[config.mk]
export PLATFORM = sky130hd
export DESIGN_NAME = tpwm_timer
export DESIGN_NICKNAME = d
export VERILOG_FILES = /design/src/design/tpwm_pkg.sv /design/src/design/tpwm_prescaler.sv /design/src/design/tpwm_timer.sv
export SDC_FILE = /design/constraint.sdc
export NUM_CORES = 1
export LEC_CHECK = 0
export ABC_AREA = 1
export BUFFER_PORTS_ARGS = -buffer_cell sky130_fd_sc_hd__buf_4
export CORE_ASPECT_RATIO = 1.1
export CORE_MARGIN = 3
export CORE_UTILIZATION = 45
export CTS_CLUSTER_DIAMETER = 200
export CTS_CLUSTER_SIZE = 12
export DETAILED_ROUTE_END_ITERATION = 8
export PLACE_DENSITY = 0.72
export SETUP_SLACK_MARGIN = 0.05
export SLEW_MARGIN = 20
export SYNTH_ARGS = -nofsm -noshare
export SYNTH_HDL_FRONTEND = slang
export SYNTH_SLANG_ARGS = --single-unit
export TNS_END_PERCENT = 10
[constraint.sdc]
create_clock -name i_clk -period 5.4 [get_ports i_clk]
set_input_delay 0.81 -clock i_clk [delete_from_list [all_inputs] [get_ports i_clk]]
set_output_delay 0.81 -clock i_clk [all_outputs]
set_load 0.1 [all_outputs]
[src/design/tpwm_pkg.sv]
`default_nettype none
package tpwm_pkg;
    localparam logic [7:0] TPWM_MAX = 8'h00_FF;
    localparam logic [7:0] TPWM_BOTTOM = 8'h00_00;
    // register byte offsets
    localparam logic [7:0] TPWM_OFF_CTRL = 8'h00_00;
    localparam logic [7:0] TPWM_OFF_COUNT = 8'h00_04;
    localparam logic [7:0] TPWM_OFF_COMPARE = 8'h00_08;
    localparam logic [7:0] TPWM_OFF_STATUS = 8'h00_0C;
    localparam logic [7:0] TPWM_OFF_CLKSRC = 8'h00_10;
    // status bit positions
    localparam int TPWM_ST_OVF = 0;
    localparam int TPWM_ST_CMF = 1;
    // reset values, then bus response codes
    localparam logic [7:0] TPWM_RST_CTRL = 8'h00_00;
    localparam logic [7:0] TPWM_RST_COUNT = 8'h00_00;
    localparam logic [7:0] TPWM_RST_COMPARE = 8'h00_00;
    localparam logic [1:0] TPWM_RESP_OKAY = 2'h0;
    localparam logic [1:0] TPWM_RESP_SLVERR = 2'h2;
    // compare output mode codes
    localparam logic [1:0] TPWM_COM_OFF = 2'h0;
    localparam logic [1:0] TPWM_COM_TOGGLE = 2'h1;
    localparam logic [1:0] TPWM_COM_NONINV = 2'h2;
    localparam logic [1:0] TPWM_COM_INV = 2'h3;

    typedef enum logic [1:0] {
        TPWM_WM_NORMAL = 2'b00,
        TPWM_WM_PHASE = 2'b01,
        TPWM_WM_CTC = 2'b10,
        TPWM_WM_FAST = 2'b11
    } tpwm_wmode_t;

    // control word, bit 7 down to bit 0
    typedef struct packed {
        logic force_match;
        logic waveform_mode_lo;
        logic [1:0] compare_output_mode;
        logic waveform_mode_hi;
        logic [2:0] clock_select;
    } tpwm_ctrl_t;
endpackage
`default_nettype wire

[src/design/tpwm_prescaler.sv]
`timescale 1ns/1ps
`default_nettype none
module tpwm_prescaler (
    input wire logic i_clk,
    input wire logic i_rst,
    input wire logic i_src_tick,
    input wire logic [2:0] i_clock_select,
    output logic o_tick
);
    logic [9:0] div_cnt_ff;
    logic tick_ff;

    // mask of low divider bits that must all be ones for a tick
    function automatic logic [9:0] div_mask(input logic [2:0] sel);
        unique case (sel)
            3'h1: div_mask = 10'h000;
            3'h2: div_mask = 10'h007;
            3'h3: div_mask = 10'h01F;
            3'h4: div_mask = 10'h03F;
            3'h5: div_mask = 10'h07F;
            3'h6: div_mask = 10'h0FF;
            3'h7: div_mask = 10'h3FF;
            default: div_mask = 10'h000;
        endcase
    endfunction

    always_ff @(posedge i_clk or posedge i_rst) begin
        if (i_rst) begin
            div_cnt_ff <= 10'h000;
        end else if (i_src_tick) begin
            div_cnt_ff <= div_cnt_ff + 10'h001;
        end
    end

    // select zero gives no tick at all, counter stops [RULE22]
    always_ff @(posedge i_clk or posedge i_rst) begin
        if (i_rst) begin
            tick_ff <= 1'b0;
        end else begin
            tick_ff <= i_src_tick && (i_clock_select != 3'h0) &&
                ((div_cnt_ff & div_mask(i_clock_select)) == div_mask(i_clock_select));
        end
    end

    assign o_tick = tick_ff;
endmodule
`default_nettype wire

[src/design/tpwm_timer.sv]
// Notes on behaviour
// [RULE1] fast pwm sets overflow flag whenever counter is at maximum
// [RULE2] fast pwm: mode two non-inverted, mode three inverted output
// [RULE3] fast pwm: active level on match, opposite level at wrap to zero
// [RULE4] fast pwm period is 256 prescaled timer clocks
// [RULE5] fast pwm compare zero gives one-tick pulse every 256 ticks
// [RULE6] fast pwm compare maximum gives constant level by polarity
// [RULE7] fast pwm mode one toggles on match, fifty percent duty
// [RULE8] fast pwm double-buffers compare value, loaded at bottom
// [RULE9] waveform mode one is dual-slope phase correct counting
// [RULE10] phase correct: clear on up match, set on down match, inverse too
// [RULE11] phase correct is 8-bit, maximum held one tick then reverses
// [RULE12] phase correct: mode two non-inverted, mode three inverted
// [RULE13] phase correct sets overflow flag when counter is at zero
// [RULE14] phase correct period is 510 prescaled timer clocks
// [RULE15] phase correct compare zero/maximum gives constant low/high
// [RULE16] at maximum output forced to up-match level for symmetry
// [RULE17] missed up match still gets symmetry transition at maximum
// [RULE18] counter moves only on timer clock enable, or oscillator ticks
// [RULE19] waveform mode three is fast pwm single-slope
// [RULE20] compare at top with high mode bit: match ignored, top acts
// [RULE21] software must enable pin direction before waveform shows
// [RULE22] clock select zero stops the counter
// [RULE23] compare match flag set on timer tick after the match
// [RULE24] phase correct loads buffered compare value at top only
//
// The AXI4-Lite register port and the placing of the registers are this design's own decisions.
`timescale 1ns/1ps
`default_nettype none
module tpwm_timer (
    input wire logic i_clk,
    input wire logic i_rst,
    input wire logic i_s_awvalid,
    output logic o_s_awready,
    input wire logic [7:0] i_s_awaddr,
    input wire logic i_s_wvalid,
    output logic o_s_wready,
    input wire logic [31:0] i_s_wdata,
    input wire logic [3:0] i_s_wstrb,
    output logic o_s_bvalid,
    input wire logic i_s_bready,
    output logic [1:0] o_s_bresp,
    input wire logic i_s_arvalid,
    output logic o_s_arready,
    input wire logic [7:0] i_s_araddr,
    output logic o_s_rvalid,
    input wire logic i_s_rready,
    output logic [31:0] o_s_rdata,
    output logic [1:0] o_s_rresp,
    input wire logic i_osc_tick,
    input wire logic i_pin_dir_out,
    output logic o_compare_output,
    output logic o_compare_output_pin,
    output logic o_compare_output_pin_oe
);
    tpwm_pkg::tpwm_ctrl_t ctrl_ff;
    tpwm_pkg::tpwm_wmode_t wmode;
    logic [7:0] counter_value_ff, nxt_counter_value, compare_buf_ff, compare_act_ff;
    logic count_down_ff, overflow_flag_ff, compare_match_flag_ff, match_pend_ff;
    logic block_match_ff, async_mode_ff, out_ff, timer_clock_enable, match, at_max, inv;
    logic aw_held_ff, w_held_ff;
    logic [7:0] awaddr_ff;
    logic [31:0] wdata_ff;
    logic [3:0] wstrb_ff;
    logic bvalid_ff;
    logic [1:0] bresp_ff;
    logic rvalid_ff;
    logic [31:0] rdata_ff;
    logic [1:0] rresp_ff;
    logic wr_go, wr_ctrl, wr_cnt, wr_cmp, wr_stat, wr_src;

    function automatic logic addr_known(input logic [7:0] a);
        addr_known = (a == tpwm_pkg::TPWM_OFF_CTRL) || (a == tpwm_pkg::TPWM_OFF_COUNT) ||
            (a == tpwm_pkg::TPWM_OFF_COMPARE) || (a == tpwm_pkg::TPWM_OFF_STATUS) ||
            (a == tpwm_pkg::TPWM_OFF_CLKSRC);
    endfunction

    // bus write channel: address and data taken in either order
    assign o_s_awready = !aw_held_ff && !bvalid_ff;
    assign o_s_wready = !w_held_ff && !bvalid_ff;
    assign wr_go = aw_held_ff && w_held_ff && !bvalid_ff;
    assign wr_ctrl = wr_go && (awaddr_ff == tpwm_pkg::TPWM_OFF_CTRL) && wstrb_ff[0];
    assign wr_cnt = wr_go && (awaddr_ff == tpwm_pkg::TPWM_OFF_COUNT) && wstrb_ff[0];
    assign wr_cmp = wr_go && (awaddr_ff == tpwm_pkg::TPWM_OFF_COMPARE) && wstrb_ff[0];
    assign wr_stat = wr_go && (awaddr_ff == tpwm_pkg::TPWM_OFF_STATUS) && wstrb_ff[0];
    assign wr_src = wr_go && (awaddr_ff == tpwm_pkg::TPWM_OFF_CLKSRC) && wstrb_ff[0];

    always_ff @(posedge i_clk or posedge i_rst) begin
        if (i_rst) begin
            aw_held_ff <= 1'b0;
            w_held_ff <= 1'b0;
            awaddr_ff <= 8'h00_00;
            wdata_ff <= 32'h0000_0000;
            wstrb_ff <= 4'h0;
            bvalid_ff <= 1'b0;
            bresp_ff <= tpwm_pkg::TPWM_RESP_OKAY;
        end else begin
            if (i_s_awvalid && o_s_awready) begin
                aw_held_ff <= 1'b1;
                awaddr_ff <= i_s_awaddr;
            end
            if (i_s_wvalid && o_s_wready) begin
                w_held_ff <= 1'b1;
                wdata_ff <= i_s_wdata;
                wstrb_ff <= i_s_wstrb;
            end
            if (wr_go) begin
                aw_held_ff <= 1'b0;
                w_held_ff <= 1'b0;
                bvalid_ff <= 1'b1;
                bresp_ff <= addr_known(awaddr_ff) ? tpwm_pkg::TPWM_RESP_OKAY :
                    tpwm_pkg::TPWM_RESP_SLVERR;
            end else if (bvalid_ff && i_s_bready) begin
                bvalid_ff <= 1'b0;
            end
        end
    end

    assign o_s_bvalid = bvalid_ff;
    assign o_s_bresp = bresp_ff;

    // bus read channel, one read outstanding
    assign o_s_arready = !rvalid_ff;
    always_ff @(posedge i_clk or posedge i_rst) begin
        if (i_rst) begin
            rvalid_ff <= 1'b0;
            rdata_ff <= 32'h0000_0000;
            rresp_ff <= tpwm_pkg::TPWM_RESP_OKAY;
        end else if (i_s_arvalid && o_s_arready) begin
            rvalid_ff <= 1'b1;
            rresp_ff <= addr_known(i_s_araddr) ? tpwm_pkg::TPWM_RESP_OKAY :
                tpwm_pkg::TPWM_RESP_SLVERR;
            unique case (i_s_araddr)
                // force strobe always reads as zero
                tpwm_pkg::TPWM_OFF_CTRL: rdata_ff <= {24'h00_0000, 1'b0, ctrl_ff[6:0]};
                tpwm_pkg::TPWM_OFF_COUNT: rdata_ff <= {24'h00_0000, counter_value_ff};
                tpwm_pkg::TPWM_OFF_COMPARE: rdata_ff <= {24'h00_0000, compare_buf_ff};
                tpwm_pkg::TPWM_OFF_STATUS: rdata_ff <= {30'h0000_0000,
                    compare_match_flag_ff, overflow_flag_ff};
                tpwm_pkg::TPWM_OFF_CLKSRC: rdata_ff <= {31'h0000_0000, async_mode_ff};
                default: rdata_ff <= 32'h0000_0000;
            endcase
        end else if (rvalid_ff && i_s_rready) begin
            rvalid_ff <= 1'b0;
        end
    end

    assign o_s_rvalid = rvalid_ff;
    assign o_s_rdata = rdata_ff;
    assign o_s_rresp = rresp_ff;

    // control registers; force bit is a one-cycle strobe
    always_ff @(posedge i_clk or posedge i_rst) begin
        if (i_rst) begin
            ctrl_ff <= tpwm_pkg::TPWM_RST_CTRL;
            async_mode_ff <= 1'b0;
        end else begin
            if (wr_ctrl) begin
                ctrl_ff <= tpwm_pkg::tpwm_ctrl_t'(wdata_ff[7:0]);
            end else begin
                ctrl_ff.force_match <= 1'b0;
            end
            if (wr_src) begin
                async_mode_ff <= wdata_ff[0];
            end
        end
    end

    assign wmode = tpwm_pkg::tpwm_wmode_t'({ctrl_ff.waveform_mode_hi, ctrl_ff.waveform_mode_lo});
    assign inv = ctrl_ff.compare_output_mode[0];
    assign at_max = (counter_value_ff == tpwm_pkg::TPWM_MAX);

    // oscillator ticks replace the i/o clock in asynchronous mode [RULE18]
    tpwm_prescaler u_prescaler (
        .i_clk(i_clk),
        .i_rst(i_rst),
        .i_src_tick(async_mode_ff ? i_osc_tick : 1'b1),
        .i_clock_select(ctrl_ff.clock_select),
        .o_tick(timer_clock_enable)
    );

    // a counter write hides the match on the next tick
    // compare at top with high mode bit set never matches in fast pwm or phase correct [RULE20]
    assign match = (counter_value_ff == compare_act_ff) && !block_match_ff &&
        !(ctrl_ff.compare_output_mode[1] && (compare_act_ff == tpwm_pkg::TPWM_MAX) &&
        ((wmode == tpwm_pkg::TPWM_WM_FAST) || (wmode == tpwm_pkg::TPWM_WM_PHASE)));

    always_comb begin
        nxt_counter_value = counter_value_ff;
        unique case (wmode)
            tpwm_pkg::TPWM_WM_PHASE: begin
                // dual slope, each end value held a single tick [RULE9] [RULE11] [RULE14]
                if (!count_down_ff) begin
                    nxt_counter_value = at_max ? counter_value_ff - 8'h01 :
                        counter_value_ff + 8'h01;
                end else begin
                    nxt_counter_value = (counter_value_ff == tpwm_pkg::TPWM_BOTTOM) ?
                        8'h01 : counter_value_ff - 8'h01;
                end
            end
            tpwm_pkg::TPWM_WM_CTC: begin
                nxt_counter_value = match ? tpwm_pkg::TPWM_BOTTOM : counter_value_ff + 8'h01;
            end
            // single slope wraps past maximum [RULE4] [RULE19]
            default: nxt_counter_value = counter_value_ff + 8'h01;
        endcase
    end

    always_ff @(posedge i_clk or posedge i_rst) begin
        if (i_rst) begin
            counter_value_ff <= tpwm_pkg::TPWM_RST_COUNT;
            count_down_ff <= 1'b0;
            block_match_ff <= 1'b0;
        end else if (wr_cnt) begin
            counter_value_ff <= wdata_ff[7:0];
            block_match_ff <= 1'b1;
        end else if (timer_clock_enable) begin
            counter_value_ff <= nxt_counter_value; // [RULE18]
            block_match_ff <= 1'b0;
            if (wmode != tpwm_pkg::TPWM_WM_PHASE) begin
                count_down_ff <= 1'b0;
            end else if (!count_down_ff && at_max) begin
                count_down_ff <= 1'b1; // [RULE11]
            end else if (count_down_ff && (counter_value_ff == tpwm_pkg::TPWM_BOTTOM)) begin
                count_down_ff <= 1'b0;
            end
        end
    end

    // buffered compare: loaded at maximum in fast pwm and phase correct alike, immediate elsewhere
    always_ff @(posedge i_clk or posedge i_rst) begin
        if (i_rst) begin
            compare_buf_ff <= tpwm_pkg::TPWM_RST_COMPARE;
            compare_act_ff <= tpwm_pkg::TPWM_RST_COMPARE;
        end else begin
            if (wr_cmp) begin
                compare_buf_ff <= wdata_ff[7:0];
            end
            if ((wmode == tpwm_pkg::TPWM_WM_NORMAL) || (wmode == tpwm_pkg::TPWM_WM_CTC)) begin
                compare_act_ff <= compare_buf_ff;
            end else if (timer_clock_enable && at_max && !wr_cnt) begin
                compare_act_ff <= compare_buf_ff; // [RULE8] [RULE24]
            end
        end
    end

    // flags: set wins over a write-one clear in the same cycle
    always_ff @(posedge i_clk or posedge i_rst) begin
        if (i_rst) begin
            overflow_flag_ff <= 1'b0;
            compare_match_flag_ff <= 1'b0;
            match_pend_ff <= 1'b0;
        end else begin
            if (timer_clock_enable && !wr_cnt && (((wmode != tpwm_pkg::TPWM_WM_PHASE) && at_max)
                || ((wmode == tpwm_pkg::TPWM_WM_PHASE) &&
                (counter_value_ff == tpwm_pkg::TPWM_BOTTOM)))) begin
                overflow_flag_ff <= 1'b1; // [RULE1] [RULE13]
            end else if (wr_stat && wdata_ff[tpwm_pkg::TPWM_ST_OVF]) begin
                overflow_flag_ff <= 1'b0;
            end
            if (timer_clock_enable && match_pend_ff) begin
                compare_match_flag_ff <= 1'b1; // [RULE23]
            end else if (wr_stat && wdata_ff[tpwm_pkg::TPWM_ST_CMF]) begin
                compare_match_flag_ff <= 1'b0;
            end
            if (timer_clock_enable) begin
                match_pend_ff <= match && !wr_cnt;
            end
        end
    end

    // waveform output register
    always_ff @(posedge i_clk or posedge i_rst) begin
        if (i_rst) begin
            out_ff <= 1'b0;
        end else if (ctrl_ff.force_match && (wmode == tpwm_pkg::TPWM_WM_NORMAL ||
            wmode == tpwm_pkg::TPWM_WM_CTC)) begin
            unique case (ctrl_ff.compare_output_mode)
                tpwm_pkg::TPWM_COM_TOGGLE: out_ff <= !out_ff;
                tpwm_pkg::TPWM_COM_NONINV: out_ff <= 1'b0;
                tpwm_pkg::TPWM_COM_INV: out_ff <= 1'b1;
                default: out_ff <= out_ff;
            endcase
        end else if (timer_clock_enable && !wr_cnt) begin
            unique case (wmode)
                tpwm_pkg::TPWM_WM_FAST: begin
                    if (ctrl_ff.compare_output_mode[1] && at_max) begin
                        out_ff <= !inv; // [RULE2] [RULE3] [RULE6]
                    end else if (ctrl_ff.compare_output_mode[1] && match) begin
                        out_ff <= inv; // [RULE3] [RULE5]
                    end else if ((ctrl_ff.compare_output_mode == tpwm_pkg::TPWM_COM_TOGGLE)
                        && match) begin
                        out_ff <= !out_ff; // [RULE7]
                    end
                end
                tpwm_pkg::TPWM_WM_PHASE: begin
                    if (ctrl_ff.compare_output_mode[1] && at_max) begin
                        // symmetry around top, covers a missed up match [RULE16] [RULE17]
                        out_ff <= (compare_buf_ff == tpwm_pkg::TPWM_MAX) ? !inv : inv;
                    end else if (ctrl_ff.compare_output_mode[1] && match) begin
                        // bottom belongs to the up slope: compare zero stays at up level
                        out_ff <= (count_down_ff && // [RULE10] [RULE12] [RULE15]
                            (counter_value_ff != tpwm_pkg::TPWM_BOTTOM)) ? !inv : inv;
                    end
                end
                default: begin
                    if (match) begin
                        unique case (ctrl_ff.compare_output_mode)
                            tpwm_pkg::TPWM_COM_TOGGLE: out_ff <= !out_ff;
                            tpwm_pkg::TPWM_COM_NONINV: out_ff <= 1'b0;
                            tpwm_pkg::TPWM_COM_INV: out_ff <= 1'b1;
                            default: out_ff <= out_ff;
                        endcase
                    end
                end
            endcase
        end
    end

    // pin only driven when connected and direction set by software [RULE21]
    assign o_compare_output = out_ff;
    assign o_compare_output_pin = out_ff;
    assign o_compare_output_pin_oe = i_pin_dir_out &&
        (ctrl_ff.compare_output_mode != tpwm_pkg::TPWM_COM_OFF);

    a_fast_wrap_zero: assert property (@(posedge i_clk) disable iff (i_rst) // [RULE3]
        (wmode == tpwm_pkg::TPWM_WM_FAST) && timer_clock_enable && at_max && !wr_cnt
        |=> counter_value_ff == tpwm_pkg::TPWM_BOTTOM)
        else $error("fast pwm did not wrap to zero");
    a_fast_ovf_set: assert property (@(posedge i_clk) disable iff (i_rst) // [RULE1]
        (wmode == tpwm_pkg::TPWM_WM_FAST) && timer_clock_enable && at_max && !wr_cnt
        |=> overflow_flag_ff)
        else $error("overflow flag not set at maximum");
    a_phase_reverse: assert property (@(posedge i_clk) disable iff (i_rst) // [RULE11]
        (wmode == tpwm_pkg::TPWM_WM_PHASE) && !count_down_ff && timer_clock_enable &&
        at_max && !wr_cnt |=> count_down_ff && (counter_value_ff == 8'hFE))
        else $error("phase correct did not reverse at maximum");
    a_phase_ovf_bottom: assert property (@(posedge i_clk) disable iff (i_rst) // [RULE13]
        (wmode == tpwm_pkg::TPWM_WM_PHASE) && timer_clock_enable && !wr_cnt &&
        (counter_value_ff == tpwm_pkg::TPWM_BOTTOM) |=> overflow_flag_ff)
        else $error("overflow flag not set at bottom");
    a_stop_no_count: assert property (@(posedge i_clk) disable iff (i_rst) // [RULE22]
        (ctrl_ff.clock_select == 3'h0) && $stable(ctrl_ff) && !wr_cnt
        |=> $stable(counter_value_ff))
        else $error("counter moved with no clock source");
    a_fast_set_bottom: assert property (@(posedge i_clk) disable iff (i_rst) // [RULE2]
        (wmode == tpwm_pkg::TPWM_WM_FAST) && ctrl_ff.compare_output_mode[1] &&
        timer_clock_enable && at_max && !wr_cnt && !ctrl_ff.force_match
        |=> out_ff == !$past(inv))
        else $error("fast pwm output wrong at bottom");
    a_phase_top_level: assert property (@(posedge i_clk) disable iff (i_rst) // [RULE16]
        (wmode == tpwm_pkg::TPWM_WM_PHASE) && ctrl_ff.compare_output_mode[1] &&
        timer_clock_enable && at_max && !wr_cnt && !ctrl_ff.force_match
        |=> out_ff == (($past(compare_buf_ff) == tpwm_pkg::TPWM_MAX) ^ $past(inv)))
        else $error("phase correct top level not symmetric");
    a_match_flag_next: assert property (@(posedge i_clk) disable iff (i_rst) // [RULE23]
        timer_clock_enable && match_pend_ff |=> compare_match_flag_ff)
        else $error("compare match flag not set after match");
    a_fast_buf_hold: assert property (@(posedge i_clk) disable iff (i_rst) // [RULE8]
        (wmode == tpwm_pkg::TPWM_WM_FAST) && $stable(wmode) &&
        !(timer_clock_enable && at_max) |=> $stable(compare_act_ff))
        else $error("fast pwm compare value changed mid period");

    c_fast_wrap: cover property (@(posedge i_clk) disable iff (i_rst)
        (wmode == tpwm_pkg::TPWM_WM_FAST) && timer_clock_enable && at_max);
    c_phase_down: cover property (@(posedge i_clk) disable iff (i_rst)
        (wmode == tpwm_pkg::TPWM_WM_PHASE) && count_down_ff && match && timer_clock_enable);
    c_flag_clear: cover property (@(posedge i_clk) disable iff (i_rst)
        wr_stat && overflow_flag_ff ##1 !overflow_flag_ff);
endmodule
`default_nettype wire

Yosys cells after proc, flatten, opt, wreduce, memory -nomap -nowiden

Cells that the tools add are included.

Bits in registers: 107
Bits of input ports: 61
Logic and storage cells: 188

Bitwise operators: 2
$add $sub $neg: 3
Reduce and logical (&&, ||, !) cells: 84
Mux-type cells: 44
Equality and inequality tests: 28

Operators by type and width:

| kind                                                | count |
|---|---|
| two-way mux 8 bit                                   | 8 |
| case mux 10 bit (6 select lines)                    | 1 |
| logical AND 1 bit                                   | 43 |
| case mux 8 bit (5 select lines)                     | 1 |
| equality test 8 x 4 -> 1 bit, second input constant | 4 |
| two-way mux 1 bit                                   | 29 |
| equality test 8 bit, second input constant          | 3 |
| zero test 8 bit                                     | 3 |
| nonzero test 2 bit                                  | 10 |
| equality test 8 x 3 -> 1 bit, second input constant | 2 |
| equality test 8 x 5 -> 1 bit, second input constant | 2 |
| case mux 8 bit (2 select lines)                     | 1 |
| equality test 3 bit, second input constant          | 4 |
| logical OR 1 bit                                    | 11 |
| adder 10 x 1 -> 10 bit, second input constant       | 1 |
| bitwise AND 10 bit                                  | 1 |
| equality test 10 bit                                | 1 |
| zero test 1 bit                                     | 10 |
| adder 8 x 1 -> 8 bit, second input constant         | 1 |
| equality test 2 bit, second input constant          | 4 |
| equality test 8 bit                                 | 1 |
| nonzero test 8 bit                                  | 1 |
| subtractor 8 x 1 -> 8 bit, second input constant    | 1 |
| equality test 3 x 2 -> 1 bit, second input constant | 2 |
| 13 further kinds                                    | 16 |

Longest topological paths before layout

Depth after elaboration: 12
Gate-level depth with buffers: 14
Depth with buffers taken out: 14

Hierarchy

From an unflattened synthesis, not the netlist that was laid out.

Cell total of the unflattened synthesis: 620
Area, all modules: 4828.4 µm²

By module, submodules not included:

| module         | area an instance (µm²) | sequential area each (µm²) | cells an instance | times used |
|---|---|---|---|---|
| tpwm_timer     | 4215.3                 | 1751.7                     | 541               | 1 |
| tpwm_prescaler | 613.1                  | 275.3                      | 79                | 1 |

Least setup slack after synthesis

Ideal clock, no wire load.

Path kind: reg-to-reg
Start point: register bvalid_ff (netlist: o_s_bvalid)
End point: register wdata_ff[0]
Setup slack: 2.148 ns
Data arrival time: 3.120 ns
Clock period less this slack: 3.252 ns
Setup time: 0.132 ns
Path buffers: 1
Stages on the path, launching flop included: 6
Data required time: 5.268 ns
Cell sequence: dfrtp_1 -> nor2_1 -> nand2_1 -> clkbuf_1 -> nor2_1 -> a21oi_1

Longest elaborated chain between the ends: 3

Ends and longest elaborated chain:

| what                   | line              | RTL |
|---|---|---|
| from (decl)            | tpwm_timer.sv:65  | `logic bvalid_ff;` |
| from (signal assigned) | tpwm_timer.sv:95  | `bvalid_ff <= 1'b0;` |
| from (signal assigned) | tpwm_timer.sv:110 | `bvalid_ff <= 1'b1;` |
| from (signal assigned) | tpwm_timer.sv:114 | `bvalid_ff <= 1'b0;` |
| zero test 1 bit        | tpwm_timer.sv:80  | `assign o_s_wready = !w_held_ff && !bvalid_ff;` |
| logical AND 1 bit      | tpwm_timer.sv:80  |  |
| net o_s_wready         | tpwm_timer.sv:37  | `output logic o_s_wready,` |
| logical AND 1 bit      | tpwm_timer.sv:102 | `if (i_s_wvalid && o_s_wready) begin` |
| to (signal assigned)   | tpwm_timer.sv:104 | `wdata_ff <= i_s_wdata;` |
| to (decl)              | tpwm_timer.sv:63  | `logic [31:0] wdata_ff;` |

The timed path passes the listed nets, and every way through them passes these cells.
A chain may end at the register's enable or synchronous reset.

Final worst setup path

Start point: register ctrl_ff[4] (netlist bit)
End point: output o_compare_output_pin_oe

Longest elaborated chain between the ends: 2

Ends and longest elaborated chain:

| what                   | line              | RTL |
|---|---|---|
| from (decl)            | tpwm_timer.sv:56  | `tpwm_pkg::tpwm_ctrl_t ctrl_ff;` |
| from (signal assigned) | tpwm_timer.sv:155 | `ctrl_ff <= tpwm_pkg::TPWM_RST_CTRL;` |
| from (signal assigned) | tpwm_timer.sv:159 | `ctrl_ff <= tpwm_pkg::tpwm_ctrl_t'(wdata_ff[7:0]);` |
| nonzero test 2 bit     | tpwm_timer.sv:324 | `(ctrl_ff.compare_output_mode != tpwm_pkg::TPWM_COM_OFF);` |
| logical AND 1 bit      | tpwm_timer.sv:323 | `assign o_compare_output_pin_oe = i_pin_dir_out &&` |
| to (decl)              | tpwm_timer.sv:54  | `output logic o_compare_output_pin_oe` |

No other way between the ends.

==> out/results.tsv <==
stage	metric	value	unit
global_route	grt_max_degree	82	
yosys	synth_cell_type_count	48	
floorplan	num_rows	38	
setup_path	cp_common_cell	nor2_1	
sta	fmax	445	MHz
drt	drt_first_pass_iters	5	
yosys	synth.top_cell.area_share	43.4	%
pwr	power.total	2.25	mW
setup_path	critPathLaunchType	register	
drt	drt_iter0_drc	266	
sta	setup_ws	3.15	ns
clock_tree	cts.root.buffer_cell	clkbuf_8	
setup_path	arrival	1.44	ns
floorplan	dieWidth	103	um
setup_path	crit_type	register to output port	
drt	routedWlPerCell	14.6	um
placed_design	dp_hpwl	8080	um
min_path	hold_class	register to register	
sta	hold_slack	0.473	ns
setup_path	path_cells	nor2_1 > nor2_1 > buf_4	
yosys	yosysWarnings	0	
drt	drt_wl_total	11000	um
yosys	synth_area_leaders	dfrtp_1 (43%), nand2_1 (9.4%), nor2_1 (5.2%)	
global_route	grt_pass1_vias	3665	
setup_path	cp.required	4.59	ns
pwr	ir_worst_vdd	356	uV
floorplan	die_area	11600	um2
yosys	synth_cells	576	
sta	finClkSkew	0.0118	ns
setup_path	cpMaxStageDelayCell	dfrtp_1	
floorplan	core	9980	um2
pwr	power_density	430	nW/um2
setup_path	end_kind	output port	
yosys	async_reset_ff_share	100	%
final_layout	area_delta_synth_final	12.1	%
global_route	grt_use_met2	31.5	%
floorplan	io_pins	105	
global_route	busiest_layer	met2	
clock_tree	post_cts_buffers	0	
yosys	synth_edf_count	0	
yosys	synthMostInstantiatedCell	nand2_1	
setup_path	cp_max_fo	8	
pwr	p_comb_share	40.4	%
clock_tree	cts_buffers	9	
setup_path	cpPeakStageDelay	0.57	ns
global_route	grt_use_met1	26.0	%
yosys	yosys.area.top_type	dfrtp_1	
floorplan	die_y	113	um
drt	ant_nets	0	
final_layout	fin_util	52.4	%
sta	setup_viol	0	
flow_run	max_cap_violations	0	
yosys	synth_seq_cells	81	
global_route	antenna_found_initial	0	
sta	finalCritPeriodShare	41.6	%
pwr	clockPowerShare	20.6	%
sta	setup_tns	0	ns
pwr	p_switching	1.01	mW
run_status	status	finished, final reports clean	
clock_tree	cts-htree-levels	3	
pwr	seqPwrFrac	39.1	%
global_route	grt_overflow	0	
clock_tree	tritoncts	built	
placed_design	pre_cts_slack	3.18	ns
drt	vias	3915	
yosys	ys_seq_area_share	43.4	%
placed_design	portBuffers	51	
placed_design	place_congestion	0.872	
sta	tightest_slew	0.735	ns
yosys	synth_ff_type	dfrtp_1	
final_layout	drive_above_1_share	16.1	%
clock_tree	cts_hold_buf	0	
global_route	grt_use_total	19.9	%
pwr	leakage	2.55	nW
clock_tree	clk_latency	0.36	ns
global_route	met3_usage	3.27	%
yosys	synth_commonest_cells	nand2_1 (117), dfrtp_1 (81), nor2_1 (65), inv_1 (63), o21ai_0 (45)	
floorplan	start_util	46.8	%
sta	min_period	2.25	ns
pwr	p_int	1.24	mW
clock_tree	post_cts_resized	0	
yosys	syn_area	4670	um2
sta	final-hold-violation-count	0	
clock_tree	clkTransAtPathRegs	0.09	ns
clock_tree	clockBufferDepth	2	
sta	maxSlewViolCount	0	
final_layout	fin_nets	694	
sta	max-slew-margin-rel	51.0	%
final_layout	fillers	966	
drt	drc	0	
sta	rsz0062_at_grt	false	
clock_tree	cts.sinks	81	
pwr	power.share.switching	44.8	%
global_route	grt_pass1_wl	18000	um
yosys	avgSynthCellArea	8.10	um2
drt	vias_per_cell	5.23	
## cells by family after synthesis
| kind of cell | synth area share (%) |
|---|---|
| XOR/XNOR | 3.94 |
| adder cells (fa/ha/maj) | 2.68 |
| buffers and inverters | 11.7 |
| multiplexers | 2.09 |
| flip-flops | 43.4 |
| AO/OA/AOI/OAI | 14.2 |
| other | 0.0803 |
| AND/OR/NAND/NOR | 21.9 |
## flip-flops by register name, summed over array words and instances, names as in the netlist
name / count
o_s_bresp: 1
ctrl_ff: 8
aw_held_ff: 1
w_held_ff: 1
u_prescaler.div_cnt_ff: 10
awaddr_ff: 8
compare_buf_ff: 8
u_prescaler.o_tick: 1
o_compare_output: 1
match_pend_ff: 1
o_s_rvalid: 1
compare_act_ff: 8
async_mode_ff: 1
o_s_rresp: 1
wstrb_ff: 1
compare_match_flag_ff: 1
o_s_bvalid: 1
count_down_ff: 1
counter_value_ff: 8
o_s_rdata: 8
overflow_flag_ff: 1
block_match_ff: 1
wdata_ff: 8
## stage by stage
step | cell area [um2] | cells
CTS | 5230 | 748
global placement | 5020 | 732
global route | 5230 | 748
finish | 5230 | 749
floorplan | 4760 | 601
detailed placement | 5020 | 732
## final cells by class
| type | instances | area [um2] | share of cell area, % |
|---|---|---|---|
| flip-flops and latches | 81 | 2030 | 38.7 |
| repair buffers | 52 | 394 | 7.53 |
| clock inverters | 5 | 62.6 | 1.20 |
| inverters | 69 | 265 | 5.07 |
| clock buffers | 11 | 141 | 2.70 |
| well taps | 120 | 150 | 2.87 |
| diodes | 1 | 2.50 | 0.0478 |
| multi-input cells | 410 | 2190 | 41.8 |
## metal layers
| metal | wire (um) | part of all wire, % | vias to the layer above |
|---|---|---|---|
| li1 | - | - | 1915 |
| met1 | 4640 | 42 | 1838 |
| met2 | 5440 | 50 | 135 |
| met3 | 565 | 5.2 | 27 |
| met4 | 322 | 2.9 | 0 |
| met5 | 0 | 0 | - |
## worst max-delay path: cells and delay by family, from the launching register on
kind / cells / cell delay, ns
buffers and inverters: 1 / 0.29
flip-flops: 1 / 0.57
AND/OR/NAND/NOR: 2 / 0.21
## path summary, 6_finish.rpt
check | start | endpoint | slack [ns] | cells after the start
max in group asynchronous | i_rst | ctrl_ff[3] | 4.27 | 3
setup / recovery | ctrl_ff[4] | o_compare_output_pin_oe | 3.15 | 3
min in group asynchronous | i_rst | u_prescaler.div_cnt_ff[7] | 0.65 | 3
hold / removal | u_prescaler.div_cnt_ff[9] | u_prescaler.div_cnt_ff[9] | 0.47 | 1
hold reg to reg | u_prescaler.div_cnt_ff[9] | u_prescaler.div_cnt_ff[9] | 0.47 | 1
setup reg to reg | ctrl_ff[3] | counter_value_ff[0] | 3.19 | 12
## power by group through the flow
stage	Clock, mW	Sequential [mW]	Combinational [mW]
after detailed placement	0	0.890	0.906
after global placement	0	0.882	0.888
after floorplan	0	0.938	0.666
after global routing	0.502	0.900	1.00
after CTS	0.472	0.879	0.910
final	0.463	0.879	0.909
## layout by cell type (no fill, tap or decap), drive strengths merged, types with 2 or more instances in the layout
master / count
a21oi: 25
clkbuf: 11
inv: 69
ha: 10
o211ai: 4
nor3: 9
o31ai: 5
nor2: 67
o22ai: 10
clkinv: 2
xor2: 13
a31oi: 3
mux2: 8
buf: 52
nand4: 8
nand2: 125
conb: 26
dfrtp: 81
nand3: 19
o21ai: 56
xnor2: 8
a221oi: 2
clkinvlp: 2
nor4: 3
Note: power is estimated with default switching activity, not from simulation.
